**src/status_pkg.sv**
```systemverilog
/*
 Package for the display mode status readback block: command codes,
 status bit positions, reset values and the state and carrier types.
 Assumes nothing of its surroundings.
*/
package status_pkg;

  localparam logic [7:0] CMD_READ_IMAGE_MODE = 8'h0d;
  localparam logic [7:0] CMD_READ_SIGNAL_MODE = 8'h0e;

  localparam int IM_SCROLL_BIT = 7;
  localparam int IM_INVERT_BIT = 5;

  localparam int SM_TE_ON_BIT = 7;
  localparam int SM_TE_MODE_BIT = 6;
  localparam int SM_HSYNC_BIT = 5;
  localparam int SM_VSYNC_BIT = 4;
  localparam int SM_PCLK_BIT = 3;
  localparam int SM_DE_BIT = 2;
  localparam int SM_DSI_ERR_BIT = 0;

  localparam logic [7:0] IMAGE_MODE_RESET = 8'h00;
  localparam logic [7:0] SIGNAL_MODE_RESET = 8'h00;
  localparam logic [7:0] DUMMY_BYTE = 8'h00;

  // Reads before the status byte is presented
  localparam logic [1:0] DUMMY_READS = 2'h1;

  typedef enum logic [2:0] {
    RD_IDLE = 3'b001,
    RD_DUMMY = 3'b010,
    RD_STATUS = 3'b100
  } read_state_e;

  // Display state flags sampled into the status bytes
  typedef struct packed {
    logic scroll_on;
    logic invert_on;
    logic te_on;
    logic te_mode2;
    logic hsync_on;
    logic vsync_on;
    logic pclk_on;
    logic de_on;
  } disp_flags_s;

  // Bus strobes from the host
  typedef struct packed {
    logic data_command_select;
    logic read_strobe;
    logic write_strobe;
  } bus_strobes_s;

endpackage

```
**src/edge_rise.sv**
```systemverilog
/*
 Rising edge detector for one strobe.
 Assumes the strobe is synchronous to sys_clk.
*/
`timescale 1ns/100ps
module edge_rise
  import status_pkg::*;
(
  input wire logic sys_clk,
  input wire logic resetn,
  input wire logic level,
  output logic rise
);

  logic level_r;
  logic level_nxt;

  always_comb begin
    level_nxt = level;
  end

  always_ff @(posedge sys_clk or negedge resetn) begin
    if (!resetn) begin
      level_r <= 1'b1;
    end else begin
      level_r <= level_nxt;
    end
  end

  assign rise = level & ~level_r;

endmodule

```
**src/status_byte.sv**
```systemverilog
/*
 Status byte assembly for both readback commands, with a sticky link
 error flag. Assumes the flags are synchronous to sys_clk.
*/
`timescale 1ns/100ps
module status_byte
  import status_pkg::*;
(
  input wire logic sys_clk,
  input wire logic resetn,
  input wire logic soft_reset,
  input wire disp_flags_s flags,
  input wire logic dsi_error,
  output logic [7:0] image_mode,
  output logic [7:0] signal_mode
);

  logic dsi_err_r;
  logic dsi_err_nxt;

  ////////////////////////////////////////////////////////////////////
  // Sticky link error, cleared only by resetn or soft_reset
  always_comb begin
    dsi_err_nxt = dsi_err_r | dsi_error;
    if (soft_reset) begin
      dsi_err_nxt = 1'b0;
    end
  end

  always_ff @(posedge sys_clk or negedge resetn) begin
    if (!resetn) begin
      dsi_err_r <= 1'b0;
    end else begin
      dsi_err_r <= dsi_err_nxt;
    end
  end

  ////////////////////////////////////////////////////////////////////
  always_comb begin
    image_mode = IMAGE_MODE_RESET;
    signal_mode = SIGNAL_MODE_RESET;
    if (!soft_reset) begin
      // RULE3 - scrolling bit
      image_mode[IM_SCROLL_BIT] = flags.scroll_on;
      // RULE4 - inversion bit
      image_mode[IM_INVERT_BIT] = flags.invert_on;
      // RULE10 - tearing line enable
      signal_mode[SM_TE_ON_BIT] = flags.te_on;
      // RULE11 - tearing line mode
      signal_mode[SM_TE_MODE_BIT] = flags.te_mode2;
      // RULE12 - horizontal sync
      signal_mode[SM_HSYNC_BIT] = flags.hsync_on;
      // RULE13 - vertical sync
      signal_mode[SM_VSYNC_BIT] = flags.vsync_on;
      // RULE14 - pixel clock
      signal_mode[SM_PCLK_BIT] = flags.pclk_on;
      // RULE15 - data enable
      signal_mode[SM_DE_BIT] = flags.de_on;
      // RULE16 - error bit low when clean
      // RULE17 - error bit high on error
      signal_mode[SM_DSI_ERR_BIT] = dsi_err_r;
    end
  end
endmodule

```
**src/display_mode_status_readback.sv**
```systemverilog
/*
 Display mode status readback: decodes the two status read commands
 on the command bus and returns a dummy byte (none in link mode) then the status byte,
 repeating the status byte for further reads.
 Assumes strobes synchronous to sys_clk and a host that keeps the
 command write protocol.
*/
// Behaviour
// RULE1 - host writes 0dh as command
// RULE2 - dummy byte then image status byte
// RULE3 - bit 7 shows vertical scrolling
// RULE4 - bit 5 shows inversion, others reserved
// RULE5 - extra reads repeat the status byte
// RULE6 - link mode skips the dummy byte
// RULE7 - commands accepted in every power state
// RULE8 - image status resets to zero
// RULE9 - host writes 0eh, reads dummy, status
// RULE10 - bit 7 shows tearing line enabled
// RULE11 - bit 6 shows tearing line mode
// RULE12 - bit 5 shows horizontal sync
// RULE13 - bit 4 shows vertical sync
// RULE14 - bit 3 shows pixel clock running
// RULE15 - bit 2 shows data enable
// RULE16 - bit 1 reserved, bit 0 clean
// RULE17 - bit 0 set on link error
// RULE18 - signal status resets to zero
`timescale 1ns/100ps
module display_mode_status_readback
  import status_pkg::*;
(
  input wire logic sys_clk,
  input wire logic resetn,
  input wire logic soft_reset,
  input wire bus_strobes_s strobes,
  input wire logic [7:0] data_in,
  output logic [7:0] data_out,
  output logic data_oe,
  input wire logic dsi_mode,
  input wire logic sleep_in,
  input wire disp_flags_s flags,
  input wire logic dsi_error
);

  read_state_e state_r;
  read_state_e state_nxt;
  logic sel_signal_r;
  logic sel_signal_nxt;
  logic [7:0] data_out_r;
  logic [7:0] data_out_nxt;
  logic wr_rise;
  logic rd_rise;
  logic [7:0] image_mode;
  logic [7:0] signal_mode;
  logic cmd_write;
  logic data_read;
  logic is_status_cmd;

  function automatic logic status_cmd(input logic [7:0] code);
    status_cmd = (code == CMD_READ_IMAGE_MODE) || (code == CMD_READ_SIGNAL_MODE);
  endfunction

  ////////////////////////////////////////////////////////////////////
  edge_rise wr_edge (
    .sys_clk(sys_clk),
    .resetn(resetn),
    .level(strobes.write_strobe),
    .rise(wr_rise)
  );

  edge_rise rd_edge (
    .sys_clk(sys_clk),
    .resetn(resetn),
    .level(strobes.read_strobe),
    .rise(rd_rise)
  );

  status_byte status (
    .sys_clk(sys_clk),
    .resetn(resetn),
    .soft_reset(soft_reset),
    .flags(flags),
    .dsi_error(dsi_error),
    .image_mode(image_mode),
    .signal_mode(signal_mode)
  );

  ////////////////////////////////////////////////////////////////////
  // RULE1 - command write decode
  // RULE9 - same decode, second code
  assign cmd_write = wr_rise && !strobes.data_command_select && strobes.read_strobe;
  assign data_read = rd_rise && strobes.data_command_select && strobes.write_strobe;
  assign is_status_cmd = status_cmd(data_in);

  ////////////////////////////////////////////////////////////////////
  // Read sequencer
  always_comb begin
    state_nxt = state_r;
    sel_signal_nxt = sel_signal_r;
    data_out_nxt = data_out_r;
    if (soft_reset) begin
      state_nxt = RD_IDLE;
      data_out_nxt = DUMMY_BYTE;
    end else if (cmd_write) begin
      // RULE7 - no power state gating
      if (is_status_cmd) begin
        sel_signal_nxt = (data_in == CMD_READ_SIGNAL_MODE);
        // RULE6 - link mode skips dummy
        state_nxt = dsi_mode ? RD_STATUS : RD_DUMMY;
      end else begin
        state_nxt = RD_IDLE;
      end
    end else if (data_read) begin
      case (state_r)
        RD_DUMMY: begin
          // RULE2 - dummy byte first
          data_out_nxt = DUMMY_BYTE;
          state_nxt = RD_STATUS;
        end
        RD_STATUS: begin
          // RULE5 - further reads repeat status
          data_out_nxt = sel_signal_r ? signal_mode : image_mode;
          state_nxt = RD_STATUS;
        end
        RD_IDLE: begin
          data_out_nxt = data_out_r;
        end
        default: begin
          state_nxt = RD_IDLE;
        end
      endcase
    end
  end

  // RULE8 - image status zero at reset
  // RULE18 - signal status zero at reset
  always_ff @(posedge sys_clk or negedge resetn) begin
    if (!resetn) begin
      state_r <= RD_IDLE;
      sel_signal_r <= 1'b0;
      data_out_r <= DUMMY_BYTE;
    end else begin
      state_r <= state_nxt;
      sel_signal_r <= sel_signal_nxt;
      data_out_r <= data_out_nxt;
    end
  end

  assign data_out = data_out_r;
  assign data_oe = !strobes.read_strobe && strobes.data_command_select &&
    (state_r != RD_IDLE || data_out_r != DUMMY_BYTE);
endmodule

```
**config.mk**
```make
export PLATFORM = sky130hd
export DESIGN_NAME = display_mode_status_readback
export DESIGN_NICKNAME = d
export VERILOG_FILES = /design/src/status_pkg.sv /design/src/edge_rise.sv /design/src/status_byte.sv /design/src/display_mode_status_readback.sv
export SDC_FILE = /design/constraint.sdc
export NUM_CORES = 1
export LEC_CHECK = 0
export BUFFER_PORTS_ARGS = -buffer_cell sky130_fd_sc_hd__buf_4
export CORE_MARGIN = 5
export CORE_UTILIZATION = 46
export CTS_CLUSTER_SIZE = 40
export DETAILED_ROUTE_END_ITERATION = 12
export PLACE_DENSITY_LB_ADDON = 0.08
export SYNTH_ARGS = -nofsm -noshare
export SYNTH_HDL_FRONTEND = slang
export SYNTH_SLANG_ARGS = --single-unit
```
**constraint.sdc**
```tcl
create_clock -name sys_clk -period 2.1 [get_ports sys_clk]
set_input_delay 0.315 -clock sys_clk [delete_from_list [all_inputs] [get_ports sys_clk]]
set_output_delay 0.315 -clock sys_clk [all_outputs]
set_load 0.01 [all_outputs]
```
# ---- Yosys cells after proc, flatten, opt, wreduce, memory -nomap -nowiden
# Index checks and enable logic that the tools add are counted.
dict set report word_totals {
  ff_bits 15
  inputBits 25
  output_inout_bits 9
  elab_cells 50
}
dict set report op_classes {
  eq_ne 8
  muxes 12
  bitwise_logic 6
  reduce_logical 18
}
# cell n
set ops {}
lappend ops {{8-bit 2-to-1 mux} 4}
lappend ops {{8-bit by 4-bit == test with 1-bit output (second input constant)} 2}
lappend ops {{8-bit one-hot mux with 2 select lines} 1}
lappend ops {{3-bit 2-to-1 mux} 5}
lappend ops {{8-bit nonzero test} 1}
lappend ops {{1-bit logical AND} 6}
lappend ops {{3-bit one-hot mux with 2 select lines} 1}
lappend ops {{3-bit AND reduction} 2}
lappend ops {{3-bit nonzero test} 2}
lappend ops {{3-bit by 1-bit == test with 1-bit output (second input constant)} 1}
lappend ops {{3-bit by 2-bit == test with 1-bit output (second input constant)} 1}
lappend ops {{3-bit == test (second input constant)} 1}
lappend ops {{3-bit by 1-bit != test with 1-bit output (second input constant)} 1}
lappend ops {{3-bit != test (second input constant)} 1}
lappend ops {{1-bit NOT} 3}
lappend ops {{1-bit AND} 2}
lappend ops {{1-bit logical NOT} 2}
lappend ops {{1-bit logical OR} 2}
lappend ops {{2-bit != test (second input constant)} 1}
lappend ops {{2-bit AND reduction} 1}
lappend ops {{2-bit nonzero test} 1}
lappend ops {{2-bit OR reduction} 1}
lappend ops {{1-bit 2-to-1 mux} 1}
lappend ops {{1-bit OR} 1}

# ---- Logic depth before layout (Yosys ltp)
dict set report logic_depth {
  ltp_word 7
  depth_mapped 4
  depth_no_buf 4
}

# ---- Cells and area by module
# A second synthesis with hierarchy kept.
dict set report hier_totals {
  hier_cells 100
  hier_area_um2 979.7
}
# mod n_inst cells_per_inst area_per_inst_um2 seq_area_each_um2
set modules_own_cells {}
lappend modules_own_cells {display_mode_status_readback 1 77 729.4 301.5}
lappend modules_own_cells {status_byte 1 19 170.2 25.0}
lappend modules_own_cells {edge_rise 2 2 40.0 26.3}

# ---- Worst setup path after synthesis
# No wires, ideal clock.
dict set report synth_timing {
  path_kind {reg-to-reg}
  startpoint {register wr_edge.level_r}
  endpoint {register state_r[0]}
  setup_ns 0.082
  arrival_time_ns 1.257
  t_required_ns 2.018
  setup_slack_ns 0.761
  path_stages_with_launch 5
  path_buffers 0
  period_less_slack_ns 1.339
  path_cell_list {dfstp_2 > and4bb_2 > nor4_1 > a21oi_1 > mux2_2}
}
dict set report synth_between {
  elab_chain_len 6
  word_cells_on_any_way 9
  classes_between {eq/ne (1); mux (2); bitwise (2); reduce/logical (4)}
}
# element line
set synth_lines {}
lappend synth_lines {{start: declaration} edge_rise.sv:15} ;# logic level_r;
lappend synth_lines {{start signal: assignment} edge_rise.sv:26} ;# level_r <= level_nxt;
lappend synth_lines {{1-bit NOT *} edge_rise.sv:30} ;# assign rise = level & ~level_r;
lappend synth_lines {{1-bit AND *} edge_rise.sv:30}
lappend synth_lines {{1-bit logical AND * (2 in a row)} display_mode_status_readback.sv:90} ;# assign cmd_write = wr_rise && !strobes.data_command_select && strobes.read_strobe;
lappend synth_lines {{3-bit != test (no line) (tied with other cells)} --}
lappend synth_lines {{2-bit AND reduction (no line) or 3-bit 2-to-1 mux (tied branches)} --}
lappend synth_lines {{end signal: assignment} display_mode_status_readback.sv:142} ;# state_r <= state_nxt;
lappend synth_lines {{end: declaration} display_mode_status_readback.sv:44} ;# read_state_e state_r;
# Mark *: on every way between the ends. The rest lies on a longest branch, timed or not.
# A chain may end at the register's enable or synchronous reset.

# ---- Worst setup path after layout
dict set report layout_timing {
  startpoint {register state_r[2]}
  endpoint {output data_oe}
}
dict set report layout_between {
  elab_chain_len 3
}
# element line
set layout_lines {}
lappend layout_lines {{3-bit by 1-bit != test with 1-bit output} display_mode_status_readback.sv:150} ;# (state_r != RD_IDLE || data_out_r != DUMMY_BYTE);
lappend layout_lines {{1-bit logical OR} display_mode_status_readback.sv:150}
lappend layout_lines {{1-bit logical AND} display_mode_status_readback.sv:149} ;# assign data_oe = !strobes.read_strobe && strobes.data_command_select &&
lappend layout_lines {{end: declaration} display_mode_status_readback.sv:37} ;# output logic data_oe,
# Every way passes these cells.

==> results.tsv <==
stage	metric	value	unit
placement	placer congestion estimate	0.794	
power	Switching Share	21.7	%
sta	fmax	0.591	GHz
floorplanning	die area	2340	um2
global_routing	first-pass GRT wire length	2660	um
placement	DP HPWL	1320	um
logic_synthesis	Avg Inst Size Synth	11.1	um2
clock_network	CTS tree	yes	
clock_network	hold_buf cts	1	
power	Gate power share	11.3	%
critical_path	CP Data Required Time	1780	ps
logic_synthesis	Seq/Total Area, Yosys	52.4	%
layout	non-filler cells, final	111	
critical_path	r2r startpoint	wr_edge.level_r$_DFF_PN1_	
min_path	HP Class	input port to flip-flop	
critical_path	CP Class	flip-flop to output port	
route	number of nets still failing antenna checks after routing	0	
power	sw power	0.000115	W
clock_network	setup bufs post-CTS	0	
clock_network	H-tree levels	1	
layout	Storage cell area	354	um2
sta	Max Slew Vio Count	0	
sta	Final Cycle Share	80.5	%
logic_synthesis	Synth Instances	61	
route	vias per cell	5.36	
clock_network	CTS buffer count	3	
global_routing	vias in the first global route	597	
global_routing	initial antenna violation count	0	
clock_network	clk slew on worst S/H paths	80	ps
layout	fraction of layout cells with a size suffix above 1	45.8	%
logic_synthesis	post-synth net total	86	
critical_path	CP max-delay cell	dfrtp_1	
floorplanning	Starting Density	50.0	%
layout	footprint of the multi-input gates	295	um2
critical_path	Worst R2R Setup Slack	630	ps
route	routed len/inst	15.1	um
flow_run	Max-cap violations	0	
placement	Placed Cells	106	
critical_path	cell chain of the critical path	inv_1, and3_1, a311oi_1, buf_4	
layout	most frequent cells in the layout	31 x buf_4, 11 x dfrtp_1, 7 x a22o_1, 5 x inv_1, 4 x nor2_1	
power	Tot Pwr	0.000531	W
sta	final number of setup-violating endpoints	0	
critical_path	Worst setup EP type	output port	
sta	Final min period	1690	ps
placement	PortBufs	31	
floorplanning	Die Y-Extent	48.3	um
clock_network	clock sink count	14	
sta	final hold slack	144	ps
critical_path	worst r2r path cells	4	
critical_path	CP peak stage delay	400	ps
floorplanning	Core Box Area	1350	um2
floorplanning	Rows	13	
layout	fill cell count	109	
clock_network	maximum clock path buffer count	2	
sta	setup TNS	0	ps
sta	Worst Clk Skew	0.992	ps
route	vias	595	
outcome	outcome	complete, no violations	
clock_network	worst-skew pair later-pin latency	280	ps
sta	RSZ-0062 raised after global routing	no	
layout	Util after Layout	71.5	%
critical_path	CP Launch Point	state_r[2]$_DFFE_PN0P_	
route	DRT Wirelength	1670	um
power	Max VDD drop	442	uV
critical_path	R2R Path End	state_r[0]$_DFFE_PN1P_	
critical_path	CP arrival	1380	ps
power	leakage power	0.463	nW
power	clock share of power	36.8	%
global_routing	GRT Total Usage	14.3	%
layout	ANT cells	0	
logic_synthesis	Yosys reg bits	14	
clock_network	Clock Tree Root	clkbuf_4	
critical_path	crit path to	data_oe	
route	DR pass1 iterations	4	
layout	most common cell after layout, fill and taps aside	buf_4	
critical_path	startpoint types	flip-flop	
route	DR iter-0 viols	13	
logic_synthesis	Synth warnings	0	
logic_synthesis	Cell variety after synth	27	
floorplanning	Ports	34	
layout	Area growth syn-to-layout	43.0	%
power	Flop pwr share	51.9	%
global_routing	grt total ovfl	0	
critical_path	Crit Path Max Fanout	3	
layout	Final #Nets	122	
clock_network	CTS resizes	0	
floorplanning	Die W	48.3	um
sta	count of final hold-check violations	0	
global_routing	largest net degree at the start of global routing	15	
power	Int Power	0.000416	W
logic_synthesis	Post-Syn Area	676	um2
power	pwr dens	550	nW/um2
route	Residual DRC	0	
layout make-up:
| cell class | count | share of cell area (%) |
|---|---|---|
| clock buffers | 4 | 3.76 |
| repair buffers | 32 | 25.1 |
| multi-input cells | 41 | 30.6 |
| flip-flops and latches | 14 | 36.7 |
| well taps | 15 | 1.94 |
| inverters | 5 | 1.94 |
worst max-delay path: cells and delay by family (launching register included):
family | cells | cell delay [ps]
and+or+nand+nor | 1 | 190
DFF | 1 | 400
AOI/OAI and AO/OA | 1 | 270
buffers and inverters | 2 | 240
logic make-up after synthesis:
group,after synthesis,synth area share (%)
compound gates,15,15.9
xor+xnor,2,2.59
buf+inv,6,3.89
flops,14,52.4
mux,4,6.48
other cells,1,0.555
simple gates,19,18.1
cells in the mapped netlist:
master | number | share of area [%]
and4bb_2 | 2 | 3.7
nand2_1 | 1 | 0.56
xnor2_1 | 1 | 1.3
xor2_1 | 1 | 1.3
o21ai_1 | 1 | 0.74
a31oi_1 | 1 | 0.93
mux2i_1 | 1 | 1.5
o22ai_1 | 1 | 0.93
mux2_2 | 3 | 5.0
and3_1 | 2 | 1.9
buf_4 | 1 | 1.1
nand3_1 | 1 | 0.74
a311oi_1 | 1 | 1.3
nor2_1 | 4 | 2.2
nor4_2 | 1 | 1.9
nor4_1 | 2 | 1.9
dfrtp_1 | 11 | 41
nor3_1 | 3 | 2.2
o21ai_0 | 1 | 0.74
nand4b_1 | 1 | 1.3
nand2b_1 | 1 | 0.93
a21oi_1 | 3 | 2.2
and2_1 | 1 | 0.93
dfstp_2 | 3 | 12
inv_1 | 5 | 2.8
a22o_1 | 7 | 9.1
conb_1 | 1 | 0.56
power groups by stage:
stage	clock network, W	logic, W	registers, W
floorplan	0	0.0000163	0.000280
global placement	0	0.0000578	0.000280
detailed placement	0	0.0000590	0.000280
CTS	0.000199	0.0000606	0.000275
global route	0.000214	0.0000659	0.000276
finish	0.000195	0.0000602	0.000275
worst min-delay path by stage:
stage | startpoint | to | depth (start not counted)
finish | strobes[0] | wr_edge.level_r$_DFF_PN1_ | 1
global route | strobes[0] | wr_edge.level_r$_DFF_PN1_ | 1
CTS | strobes[0] | wr_edge.level_r$_DFF_PN1_ | 1
detailed placement | resetn | data_out[3]$_DFFE_PN0P_ | 1
global placement | resetn | state_r[1]$_DFFE_PN0P_ | 1
floorplan | resetn | data_out[0]$_DFFE_PN0P_ | 0
state kept, by name (all words and copies together) (netlist names):
register / flops
data_out: 7
state_r: 3
rd_edge.level_r: 1
sel_signal_r: 1
status.dsi_err_r: 1
wr_edge.level_r: 1
stage by stage:
stage,setup slack (ps),area [um2]
final,409,966
after global routing,335,966
after CTS,404,966
after detailed placement,649,920
after global placement,670,920
after floorplan,761,676
routing by layer:
metal  GRT usage, %  vias up  wire (um)
met2           24.6       24        801
li1               -      296          -
met3           4.59        5        113
met1           15.0      270        718
met4           8.29        0         40
met5              0        -          0
No activity file was read; power rests on OpenSTA's default activity.
